===== src/core/sco_pkg.sv =====
// Shared constants and types for the clock oscillator control block
package sco_pkg;

    localparam int CLK_HZ = 10_000_000;
    localparam int SETTLE_US = 100;
    localparam int SETTLE_CYC_RAW = (SETTLE_US * (CLK_HZ / 1_000_000));
    localparam int SETTLE_CYC = (SETTLE_CYC_RAW < 1) ? 1 : SETTLE_CYC_RAW;
    localparam int OST_CYC = 1024;
    localparam int CNT_W = 16;

    localparam logic [1:0] PIN_PORT = 2'h0;
    localparam logic [1:0] PIN_XTAL = 2'h1;
    localparam logic [1:0] PIN_EXT = 2'h3;
    localparam logic [1:0] AMP_ULP = 2'h2;

    localparam logic [7:0] MODE_RST = 8'h00;
    localparam logic [7:0] RUN_RST = 8'hC0;

    localparam int MAIN_SEL_HI = 7;
    localparam int MAIN_SEL_LO = 6;
    localparam int SUB_SEL_HI = 5;
    localparam int SUB_SEL_LO = 4;
    localparam int AMP_HI = 2;
    localparam int AMP_LO = 1;
    localparam int MAIN_AMP = 0;
    localparam int MAIN_OSC_STOP_BIT = 7;
    localparam int XSTOP_BIT = 6;
    localparam int HSTOP_BIT = 0;

    typedef struct packed {
        logic main_ext_clock_select;
        logic main_osc_pin_select;
        logic sub_ext_clock_select;
        logic sub_osc_pin_select;
        logic reserved3;
        logic sub_amp_mode_hi;
        logic sub_amp_mode_lo;
        logic main_amp_high;
    } sco_mode_t;

    typedef struct packed {
        logic main_osc_stop;
        logic sub_osc_stop;
        logic [4:0] reserved;
        logic fast_internal_osc_stop;
    } sco_run_t;

    typedef struct packed {
        logic port_mode;
        logic xtal_en;
        logic ext_in_en;
    } sco_pins_t;

    typedef enum logic [1:0] {
        SRC_FAST,
        SRC_MAIN,
        SRC_SUB
    } sco_src_t;

    typedef enum logic [1:0] {
        ST_SETTLE,
        ST_RUN
    } sco_state_t;

endpackage : sco_pkg


===== src/core/sco_clock_ctrl.sv =====
// Clock source control: oscillator modes, start/stop, CPU clock bring-up
// What this block does
// - Main pin mode from bits 7:6
// - Sub pin mode from bits 5:4
// - Mode 0,0 leaves pins as input ports
// - Sub amp 1,0 selects ultra-low power
// - Fast internal osc follows stop bit 0
// - Fast osc frequency from option byte code
// - Fast osc starts itself after reset
// - Slow osc never feeds the CPU
// - Slow osc runs with watchdog or select
// - Slow osc stops when both are off
// - CPU starts on fast osc after settling
// - Derive main, sub and CPU clock selects
// - External main input needs no wait
// - Mode register accepts one write per reset
// - Clearing main stop starts main crystal when bit 6 is set
// - Sub bits reset only by power-on
`timescale 1ns/1ps
module sco_clock_ctrl (
    input wire logic mclk,
    input wire logic rst,
    input wire logic por,
    input wire logic mode_wr,
    input wire sco_pkg::sco_mode_t mode_wdata,
    input wire logic run_wr,
    input wire sco_pkg::sco_run_t run_wdata,
    input wire logic [3:0] freq_option,
    input wire logic wdt_running,
    input wire logic slow_clock_source_select,
    input wire sco_pkg::sco_src_t cpu_src_req,
    output sco_pkg::sco_mode_t clock_mode_register,
    output sco_pkg::sco_run_t clock_run_control_register,
    output logic mode_locked,
    output sco_pkg::sco_pins_t main_pins,
    output sco_pkg::sco_pins_t sub_pins,
    output logic sub_ultra_low_power,
    output logic main_osc_run,
    output logic sub_osc_run,
    output logic fast_osc_run,
    output logic [4:0] fast_osc_mhz,
    output logic fast_freq_bad,
    output logic slow_osc_run,
    output logic [sco_pkg::CNT_W-1:0] stabilization_counter_status,
    output logic main_stable,
    output logic cpu_run,
    output sco_pkg::sco_src_t cpu_clk_src
);
    import sco_pkg::*;

    // Option code to MHz; zero means a prohibited code
    function automatic logic [4:0] freq_decode(input logic [3:0] code);
        case (code)
            4'h0: freq_decode = 5'h18;
            4'h9: freq_decode = 5'h10;
            4'h1: freq_decode = 5'h0C;
            4'hA: freq_decode = 5'h08;
            4'h2: freq_decode = 5'h06;
            4'hB: freq_decode = 5'h04;
            4'h3: freq_decode = 5'h03;
            4'hC: freq_decode = 5'h02;
            4'hD: freq_decode = 5'h01;
            default: freq_decode = 5'h00;
        endcase
    endfunction : freq_decode

    function automatic sco_pins_t pins_decode(input logic ext, input logic sel);
        pins_decode.port_mode = ({ext, sel} == PIN_PORT);
        pins_decode.xtal_en = ({ext, sel} == PIN_XTAL);
        pins_decode.ext_in_en = ({ext, sel} == PIN_EXT);
    endfunction : pins_decode

    sco_mode_t mode_q, mode_d;
    sco_run_t run_q, run_d;
    logic locked_q, locked_d;

    // Register group
    always_comb begin
        mode_d = mode_q;
        run_d = run_q;
        locked_d = locked_q;
        if (rst) begin
            locked_d = 1'b0;
            mode_d.main_ext_clock_select = MODE_RST[MAIN_SEL_HI];
            mode_d.main_osc_pin_select = MODE_RST[MAIN_SEL_LO];
            mode_d.main_amp_high = MODE_RST[MAIN_AMP];
            run_d.main_osc_stop = RUN_RST[MAIN_OSC_STOP_BIT];
            run_d.fast_internal_osc_stop = RUN_RST[HSTOP_BIT];
            if (por) begin
                mode_d.sub_ext_clock_select = MODE_RST[SUB_SEL_HI];
                mode_d.sub_osc_pin_select = MODE_RST[SUB_SEL_LO];
                mode_d.sub_amp_mode_hi = MODE_RST[AMP_HI];
                mode_d.sub_amp_mode_lo = MODE_RST[AMP_LO];
                run_d.sub_osc_stop = RUN_RST[XSTOP_BIT];
            end
        end else begin
            if (mode_wr && !locked_q) begin
                mode_d = mode_wdata;
                mode_d.reserved3 = 1'b0;
                locked_d = 1'b1;
            end
            if (run_wr) begin
                run_d = run_wdata;
                run_d.reserved = '0;
            end
        end
        mode_d.reserved3 = 1'b0;
        run_d.reserved = '0;
    end

    always_ff @(posedge mclk) begin
        mode_q <= mode_d;
        run_q <= run_d;
        locked_q <= locked_d;
    end

    // Settling before the CPU may run; fast osc is the only start source
    sco_state_t state_q, state_d;
    logic [CNT_W-1:0] settle_q, settle_d;
    logic [CNT_W-1:0] ost_q, ost_d;
    sco_src_t src_q, src_d;
    logic [4:0] mhz_q, mhz_d;
    logic stable_d;
    logic slow_d;

    always_comb begin
        state_d = state_q;
        settle_d = settle_q;
        src_d = src_q;
        ost_d = ost_q;
        mhz_d = freq_decode(freq_option);
        stable_d = 1'b0;
        // Watchdog or select keeps the slow osc alive
        slow_d = wdt_running || slow_clock_source_select;
        case (state_q)
            ST_SETTLE: begin
                settle_d = settle_q + 1'b1;
                if (settle_q == CNT_W'(SETTLE_CYC - 1)) begin
                    state_d = ST_RUN;
                end
            end
            ST_RUN: begin
                settle_d = settle_q;
            end
            default: begin
                state_d = ST_SETTLE;
            end
        endcase
        // Counter restarts whenever main stop is set or main pin select bit 6 is clear, so it also counts in external input mode
        if (run_q.main_osc_stop || !mode_q.main_osc_pin_select) begin
            ost_d = '0;
        end else if (ost_q != '1) begin
            ost_d = ost_q + 1'b1;
        end
        // External input is usable at once, a crystal after its count
        if (!run_q.main_osc_stop && mode_q.main_ext_clock_select && mode_q.main_osc_pin_select) begin
            stable_d = 1'b1;
        end else if (ost_q >= CNT_W'(OST_CYC)) begin
            stable_d = !run_q.main_osc_stop && mode_q.main_osc_pin_select;
        end
        // Guard: refuse a switch to a source that is not ready
        if (state_q == ST_RUN) begin
            case (cpu_src_req)
                SRC_FAST: begin
                    if (!run_q.fast_internal_osc_stop) begin
                        src_d = SRC_FAST;
                    end
                end
                SRC_MAIN: begin
                    if (main_stable) begin
                        src_d = SRC_MAIN;
                    end
                end
                SRC_SUB: begin
                    if (sub_osc_run) begin
                        src_d = SRC_SUB;
                    end
                end
                default: begin
                    src_d = src_q;
                end
            endcase
        end
        if (rst) begin
            state_d = ST_SETTLE;
            settle_d = '0;
            src_d = SRC_FAST;
            ost_d = '0;
            stable_d = 1'b0;
            slow_d = 1'b0;
        end
    end

    logic stable_q;
    logic slow_q;
    always_ff @(posedge mclk) begin
        state_q <= state_d;
        settle_q <= settle_d;
        ost_q <= ost_d;
        src_q <= src_d;
        mhz_q <= mhz_d;
        stable_q <= stable_d;
        slow_q <= slow_d;
    end

    assign clock_mode_register = mode_q;
    assign clock_run_control_register = run_q;
    assign mode_locked = locked_q;
    assign main_pins = pins_decode(mode_q.main_ext_clock_select, mode_q.main_osc_pin_select);
    assign sub_pins = pins_decode(mode_q.sub_ext_clock_select, mode_q.sub_osc_pin_select);
    assign sub_ultra_low_power = ({mode_q.sub_amp_mode_hi, mode_q.sub_amp_mode_lo} == AMP_ULP);
    assign main_osc_run = !run_q.main_osc_stop && mode_q.main_osc_pin_select;
    assign sub_osc_run = !run_q.sub_osc_stop && mode_q.sub_osc_pin_select;
    assign fast_osc_run = !run_q.fast_internal_osc_stop;
    assign fast_osc_mhz = mhz_q;
    assign fast_freq_bad = (mhz_q == 5'h00);
    assign slow_osc_run = slow_q;
    assign stabilization_counter_status = ost_q;
    assign main_stable = stable_q;
    assign cpu_run = (state_q == ST_RUN);
    assign cpu_clk_src = src_q;

endmodule : sco_clock_ctrl


===== config.mk =====
export PLATFORM = sky130hd
export DESIGN_NAME = sco_clock_ctrl
export DESIGN_NICKNAME = d
export VERILOG_FILES = /design/src/core/sco_pkg.sv /design/src/core/sco_clock_ctrl.sv
export SDC_FILE = /design/constraint.sdc
export NUM_CORES = 1
export LEC_CHECK = 0
export BUFFER_PORTS_ARGS = -buffer_cell sky130_fd_sc_hd__buf_2
export CAP_MARGIN = 20
export CELL_PAD_IN_SITES_DETAIL_PLACEMENT = 0
export CELL_PAD_IN_SITES_GLOBAL_PLACEMENT = 1
export CORE_AREA = 2 2 86 88
export DETAILED_ROUTE_END_ITERATION = 8
export DIE_AREA = 0 0 88 90
export PLACE_DENSITY_LB_ADDON = 0.12
export SETUP_SLACK_MARGIN = 0.15
export SKIP_CTS_REPAIR_TIMING = 1
export SKIP_LAST_GASP = 1
export SLEW_MARGIN = 5
export SYNTH_ARGS = -nofsm -noshare
export SYNTH_HDL_FRONTEND = slang
export SYNTH_SLANG_ARGS = --single-unit

===== constraint.sdc =====
create_clock -name mclk -period 2 [get_ports mclk]
set_input_delay 0.4 -clock mclk [delete_from_list [all_inputs] [get_ports mclk]]
set_output_delay 0.4 -clock mclk [all_outputs]
set_load 0.02 [all_outputs]

==> results.cfg, run 1 <==
[sta]
max_freq_ghz = 0.561
post-route-min-period_ps = 1780
worst_slack_ps = 217
rsz0062_at_grt = false
setup_tns_ps = 0
setup_violations = 0
hold_viol_final = 0
finalCritPeriodShare_pct = 89.2
final_max_slew_viol_count = 0
skew_ps = 8.47

[synthesis]
ys_warn_count = 0
async_flop_share_pct = 0
synth_top_area_cell = dfxtp_1
ys.flop_type = dfxtp_1
synth_top_cell_area_share_pct = 37.9
netlist_top_cells_area = dfxtp_1 38%, nor2_1 6.2%, edfxtp_1 5.9%
synthCells = 278
synth_cell_types = 50
avgSynthCellArea_um2 = 9.11
netlist_area_um2 = 2530
synth_edf_count = 5
seq_area_frac_synth_pct = 43.9
ys_ff_latch = 53

[setup_path]
worst_path_max_delay_cell = or4_4
path_depth = 3
crit_family = simple AND/OR/NAND/NOR gates
r2r-start = settle_q[3]
path_cells = or4_4 -> nor2_4 -> buf_6
cp_max_fo = 2
end_kind = output pin
cpPeakStageDelay_ps = 530
critPathArrivalTime_ps = 1380
critical_path.startpoint = fast_osc_mhz[4]
crit_end = fast_freq_bad
required_ps = 1600
path_class = reg -> out
r2r-end = settle_q[13]
ff2ff_setup_slack_ps = 280
cp.buffers_inverters = 1
ff2ff_path_depth = 4
crit_path_start_kind = flop

[die]
start_util_pct = 36.1
row_count = 31
io_pins = 83
coreArea_um2 = 7020
die_w_um = 88
die_h_um = 90
dieArea_um2 = 7920

[grt]
antenna_found_initial = 0
grt-ovfl-total = 0
grt_pass1_wl_um = 9250
grt_pass1_vias = 1952
track_usage_pct = 14.4
grt_max_degree = 30

[placement]
dp_hpwl_um = 4300
port_buffers = 70
pre_cts_slack_ps = 232
gp_congestion = 0.779

[power_and_ir_drop]
power_density_nw_per_um2 = 650
peakVddDrop_uv = 424
p_leak_uw = 0.00138

[clock_network]
cts_buffer_depth = 2
clock-root-buffer = clkbuf_8
clkLatencyLatePin_ps = 300
cts_tree = built
numCtsBuffers = 5
htreeDepth = 2
cts_sinks = 53
clk_pin_slew_ps = 100

[final_layout]
nFillCells = 752
layout-drive-gt1-share_pct = 28.7
synthToLayoutAreaGrowth_pct = 25.1
final_nets = 394
n_antenna_cell = 0

[hold_path]
hp-class = in -> reg

[routing]
drtPass1Iterations = 4
detail_route.wl_per_cell_um = 12.2
drt_wl_total_um = 5590
post_drt_via_cell_ratio = 4.82
drt_iter0_markers = 85
antenna_left = 0
vias = 2209
drc = 0

[run]
drv_cap = 0

[run_status]
status = finished clean
==> per-stage QoR <==
stage / power (uW) / hold slack [ps] / area [um^2] / utilization, % / cells
finish: 2060 / 302 / 3170 / 45.1 / 458
global route: 2160 / 297 / 3170 / 45.1 / 458
CTS: 2090 / 288 / 3150 / 44.8 / 458
detailed placement: 1360 / 469 / 3040 / 43.2 / 450
global placement: 1350 / 472 / 3040 / 43.2 / 450
floorplan: 1280 / 465 / 2550 / - / 283
==> worst register-to-register path, stage by stage, from the launching register on <==
cell and delay (ps):
dfxtp_1 430, nand3b_2 170, or3_1 420, or4_1 480
a21oi_1 150
==> worst min path at each step <==
| stage | start | end | slack, ps | cells after the start |
|---|---|---|---|---|
| final | wdt_running | slow_osc_run | 300 | 3 |
| after global routing | run_wdata[7] | clock_run_control_register[7] | 300 | 2 |
| after CTS | wdt_running | slow_osc_run | 290 | 3 |
| after detailed placement | cpu_clk_src[0] | cpu_clk_src[0] | 470 | 2 |
| after global placement | clock_mode_register[0] | clock_mode_register[0] | 470 | 2 |
| after floorplan | settle_q[13] | settle_q[13] | 470 | 2 |
==> registers in the layout, summed over array words and instances, names as in the netlist, 2 cells and up <==
signal                        count
clock_run_control_register        3
settle_q                         16
cpu_clk_src                       2
fast_osc_mhz                      5
clock_mode_register               7
stabilization_counter_status     16
==> report_power, final <==
part           internal [uW]  switching (uW)
Combinational           89.7             130
Sequential              1100            21.0
Clock                    369             349
Total                   1560             500
==> per-layer routing <==
metal	part of all wire (%)	wire length, um	global-route usage (%)
met1	44	2460	17.9
met2	51	2850	24.6
met3	4.5	252	3.31
met4	0.64	36	3.85
met5	0	0	0
==> cell families (layout without fill, tap and decap cells) <==
family / Yosys count / count (layout) / synth area share [%]
adders and majority gates: 7 / 7 / 3.46
xor gates and xnor gates: 16 / 16 / 5.53
AOI/OAI and AO/OA: 37 / 37 / 10.1
muxes: 10 / 10 / 4.00
DFF: 53 / 53 / 43.9
other: 1 / 6 / 0.148
buffers and inverters: 23 / 99 / 4.59
and+or+nand+nor: 131 / 131 / 28.3
==> cell usage after synthesis (all sizes together), types with 4 or more instances <==
master  number
a21oi        8
a31oi        4
and2         6
and3         5
buf          9
clkbuf       5
dfxtp       48
edfxtp       5
ha           7
inv          9
mux2i        9
nand2       10
nand2b       4
nand3       11
nand4        8
nor2        42
nor2b       13
nor3         8
nor4         8
o21ai        7
xnor2        9
xor2         7
==> final cells by class <==
| type | count | area, um^2 | share of cell area [%] |
|---|---|---|---|
| multi-input combinational | 207 | 1340 | 42.3 |
| tap | 99 | 124 | 3.91 |
| clock buffer | 5 | 68.8 | 2.17 |
| clock inverter | 3 | 41.3 | 1.30 |
| inverter | 9 | 33.8 | 1.07 |
| timing repair buffer | 82 | 447 | 14.1 |
| sequential | 53 | 1110 | 35.2 |
==> cell usage in the layout (no fill, tap or decap), drive strengths merged, types with 9 or more instances in the layout <==
cell	count
xnor2	9
buf	82
nand2	10
dfxtp	48
nor2b	13
inv	9
mux2i	9
nor2	42
nand3	11
(Power assumes the default switching activity.)
==> run 2, diff against run 1 <==
--- a/config.mk
+++ b/config.mk
@@ -9,9 +9,9 @@
 export CAP_MARGIN = 20
 export CELL_PAD_IN_SITES_DETAIL_PLACEMENT = 0
 export CELL_PAD_IN_SITES_GLOBAL_PLACEMENT = 1
-export CORE_AREA = 2 2 86 88
+export CORE_AREA = 2 2 77 98
 export DETAILED_ROUTE_END_ITERATION = 8
-export DIE_AREA = 0 0 88 90
+export DIE_AREA = 0 0 79 100
 export PLACE_DENSITY_LB_ADDON = 0.12
 export SETUP_SLACK_MARGIN = 0.15
 export SKIP_CTS_REPAIR_TIMING = 1
==> constraint.sdc (replaced) <==
create_clock -name mclk -period 2 [get_ports mclk]
set_input_delay 0.4 -clock mclk [delete_from_list [all_inputs] [get_ports mclk]]
set_output_delay 0.4 -clock mclk [all_outputs]
set_load 0.005 [all_outputs]
==> results.cfg, run 2 (same netlist as run 1, synthesis figures left out) <==
[run_status]
status = finished clean

[clock_network]
htreeDepth = 2
cts_sinks = 53
clock-root-buffer = clkbuf_8
clkLatencyLatePin_ps = 300
clk_pin_slew_ps = 100
cts_buffer_depth = 2
cts_tree = built
numCtsBuffers = 5

[grt]
track_usage_pct = 15.8
grt_pass1_wl_um = 9950
grt_max_degree = 20
antenna_found_initial = 0
grt-ovfl-total = 0
grt_pass1_vias = 2063

[power_and_ir_drop]
power_uw = 1920
power_density_nw_per_um2 = 605
p_leak_uw = 0.00140
peakVddDrop_uv = 262

[die]
dieArea_um2 = 7900
die_h_um = 100
coreArea_um2 = 7090
die_w_um = 79
row_count = 35
io_pins = 83
start_util_pct = 35.7

[final_layout]
final_nets = 400
final_cell_mix = 70 x buf_2, 48 x dfxtp_1, 42 x nor2_1, 18 x buf_4, 13 x nor2b_1
n_antenna_cell = 0
layout_commonest_cell = buf_2
layout-drive-gt1-share_pct = 28.5
synthToLayoutAreaGrowth_pct = 25.0

[routing]
dr_wl_met2_um = 3200
highest_layer = met4
drc = 0
detail_route.wl_per_cell_um = 13.3
drtPass1Iterations = 4
antenna_left = 0
post_drt_via_cell_ratio = 4.89
vias = 2236
met1_length_um = 2570
wl_met3_um = 224
drt_iter0_markers = 71
drt_wl_total_um = 6070

[sta]
rsz0062_at_grt = false
setup_violations = 0
hold_viol_final = 0
setup_tns_ps = 0
worst_slack_ps = 271
finalCritPeriodShare_pct = 86.4
post-route-min-period_ps = 1730
final_max_slew_viol_count = 0
skew_ps = 10.1
max_freq_ghz = 0.579

[hold_path]
hp-class = in -> reg
hold_end = slow_osc_run
hp-start = wdt_running
holdPathStages = 3

[setup_path]
path_depth = 3
crit_family = simple AND/OR/NAND/NOR gates
cpPeakStageDelay_ps = 500
cp_max_fo = 2
path_cells = or4_1 -> nor2_1 -> buf_2
critPathArrivalTime_ps = 1330
r2r-start = settle_q[3]
r2r-end = settle_q[13]
end_kind = output pin
crit_path_start_kind = flop
ff2ff_path_depth = 4
cp.buffers_inverters = 1
path_class = reg -> out
worst_path_max_delay_cell = or4_1
ff2ff_setup_slack_ps = 340
required_ps = 1600

[run]
drv_cap = 0

[placement]
dp_hpwl_um = 4600
pre_cts_slack_ps = 266
gp_congestion = 0.793
port_buffers = 70
==> run 2: cell count changes in the layout (fill, tap and decap cells not counted), sizes merged <==
cell    previous run  this run
bufinv             1         0
buf               82        88
clkbuf             5         7
clkinv             1         0
==> run 2: metrics by stage <==
stage / utilization (%) / hold slack (ps) / cell area, um^2 / cells
after floorplan: - / 465 / 2550 / 283
after global placement: 43.3 / 473 / 3070 / 449
after detailed placement: 43.3 / 463 / 3070 / 449
after CTS: 44.6 / 282 / 3160 / 457
after global routing: 44.6 / 286 / 3170 / 457
final: 44.6 / 290 / 3170 / 457
==> run 2: layout make-up <==
| type | instances | area, um^2 |
|---|---|---|
| Clock buffer | 7 | 86.3 |
| Clock inverter | 1 | 7.51 |
| Tap cell | 92 | 115 |
| Inverter | 9 | 33.8 |
| Fill cell | 745 | 3930 |
| Sequential cell | 53 | 1110 |
| Multi-Input combinational cell | 207 | 1330 |
| Timing Repair Buffer | 88 | 485 |
==> run 2: power by group <==
part	leakage (uW)	internal [uW]	switching (uW)
combinational	0.000912	82.6	81.4
sequential	0.000440	1100	20.9
clock	0.0000445	282	350
==> run 2: worst reg2reg max path: stages, from the launching register on <==
cell and delay [ps]:
dfxtp_1 430, nand3b_2 160, or3_1 410, or4_1 470
a21oi_1 140
==> run 2: how the worst max path moves through the flow <==
| stage | start | to | slack (ps) |
|---|---|---|---|
| global placement | stabilization_counter_status[0] | stabilization_counter_status[5] | 270 |
| detailed placement | stabilization_counter_status[0] | stabilization_counter_status[5] | 270 |
| CTS | stabilization_counter_status[0] | stabilization_counter_status[5] | 230 |
| floorplan | stabilization_counter_status[0] | stabilization_counter_status[5] | 230 |
| global route | fast_osc_mhz[0] | fast_freq_bad | 190 |
| finish | fast_osc_mhz[0] | fast_freq_bad | 270 |
==> run 2: routing by layer <==
metal	GRT usage (%)	vias up
met5	0	-
met3	3.33	6
met1	18.8	1044
li1	-	1152
met2	28.6	34
met4	4.38	0
==> run 3, diff against run 2 <==
--- a/config.mk
+++ b/config.mk
@@ -12,7 +12,7 @@
 export CORE_AREA = 2 2 77 98
 export DETAILED_ROUTE_END_ITERATION = 8
 export DIE_AREA = 0 0 79 100
-export PLACE_DENSITY_LB_ADDON = 0.12
+export PLACE_DENSITY_LB_ADDON = 0.1
 export SETUP_SLACK_MARGIN = 0.15
 export SKIP_CTS_REPAIR_TIMING = 1
 export SKIP_LAST_GASP = 1
==> results.cfg, run 3 (same netlist as run 1, synthesis figures left out) <==
[final_layout]
nFillCells = 743
synthToLayoutAreaGrowth_pct = 24.7
final_cell_mix = 70 x buf_2, 48 x dfxtp_1, 42 x nor2_1, 16 x buf_4, 13 x nor2b_1
register_area_um2 = 1110
final_nets = 399
n_antenna_cell = 0
layout-drive-gt1-share_pct = 27.7
fin_area_um2 = 3160
multi_input_area_um2 = 1330
layout_commonest_cell = buf_2

[placement]
placed_area_um2 = 3070
pre_cts_slack_ps = 264
port_buffers = 70
dp_hpwl_um = 4530
gp_congestion = 0.748

[grt]
grt_pass1_vias = 2203
grt_pass1_wl_um = 10200
antenna_found_initial = 0
grt_max_degree = 34
track_usage_pct = 16.1
grt-ovfl-total = 0

[routing]
post_drt_via_cell_ratio = 5.00
detail_route.wl_per_cell_um = 13.1
drtPass1Iterations = 4
drt_iter0_markers = 100
drc = 0
antenna_left = 0
vias = 2281
drt_wl_total_um = 5990

[clock_network]
cts_tree = built
cts_sinks = 53
htreeDepth = 2
numCtsBuffers = 5
clk_pin_slew_ps = 90
clkLatencyLatePin_ps = 300
clock-root-buffer = clkbuf_8
cts_buffer_depth = 2

[sta]
post-route-min-period_ps = 1710
skew_ps = 8.29
max_freq_ghz = 0.585
setup_violations = 0
hold_viol_final = 0
finalCritPeriodShare_pct = 85.5
setup_tns_ps = 0
final_max_slew_viol_count = 0
worst_slack_ps = 290
rsz0062_at_grt = false

[power_and_ir_drop]
peakVddDrop_uv = 289
power_density_nw_per_um2 = 593
p_leak_uw = 0.00139

[die]
io_pins = 83
dieArea_um2 = 7900
row_count = 35
die_h_um = 100
die_w_um = 79
coreArea_um2 = 7090
start_util_pct = 35.7

[setup_path]
path_class = reg -> out
worst_path_max_delay_cell = or4_1
cp.buffers_inverters = 1
cpPeakStageDelay_ps = 500
crit_path_start_kind = flop
cp_max_fo = 2
critPathArrivalTime_ps = 1310
path_cells = or4_1 -> nor2_1 -> buf_2
required_ps = 1600
end_kind = output pin
crit_family = simple AND/OR/NAND/NOR gates

[run_status]
status = finished clean

[run]
drv_cap = 0

[hold_path]
hp-class = in -> reg
-- run 3: cell types whose count changed in the layout (fill, tap and decap cells not counted) --
cell,change
buf_4,-2
clkbuf_1,+2
clkinvlp_4,-1
clkbuf_8,-1
buf_12,+1
-- run 3: power breakdown --
part           total [uW]  internal, uW  switching [uW]  leakage, uW
Sequential           1120          1100            20.1     0.000440
Clock                 587           250             337    0.0000395
Combinational         167          84.1            82.6     0.000912
Total                1870          1430             440      0.00139
-- run 3: layout make-up --
cell class	count	area share (%)
Inverter	9	1.07
Timing Repair Buffer	87	15.5
Multi-Input combinational cell	207	42.0
Sequential cell	53	35.2
Clock buffer	8	2.54
Tap cell	92	3.64
-- run 3: path summary, 6_finish.rpt --
kind | from | to | slack (ps) | cells after the start
setup / recovery | fast_osc_mhz[0] | fast_freq_bad | 290 | 3
hold / removal | wdt_running | slow_osc_run | 300 | 3
setup reg to reg | settle_q[3] | settle_q[13] | 300 | 4
hold reg to reg | cpu_clk_src[0] | cpu_clk_src[0] | 480 | 2
-- run 3: worst register-to-register path: stages (launching register included) --
cell and delay (ps):
dfxtp_1 430, nand3b_2 160, or3_1 410, or4_1 470, a21oi_1 160
-- run 3: per-layer routing --
layer,part of all wire (%),global-route usage (%),vias up
met2,54,30.6,44
met5,0,0,-
met1,40,17.5,1084
li1,-,-,1145
met4,1.6,5.31,0
met3,4.2,3.42,8
-- run 3: stage by stage --
| stage | utilization (%) | std cells | hold WS, ps | power [uW] |
|---|---|---|---|---|
| 2_1_floorplan | - | 283 | 465 | 1230 |
| 3_3_place_gp | 43.3 | 448 | 471 | 1310 |
| 3_5_place_dp | 43.3 | 448 | 471 | 1310 |
| 4_1_cts | 44.5 | 456 | 288 | 1910 |
| 5_1_grt | 44.5 | 456 | 296 | 1980 |
| 6_report | 44.5 | 456 | 298 | 1870 |
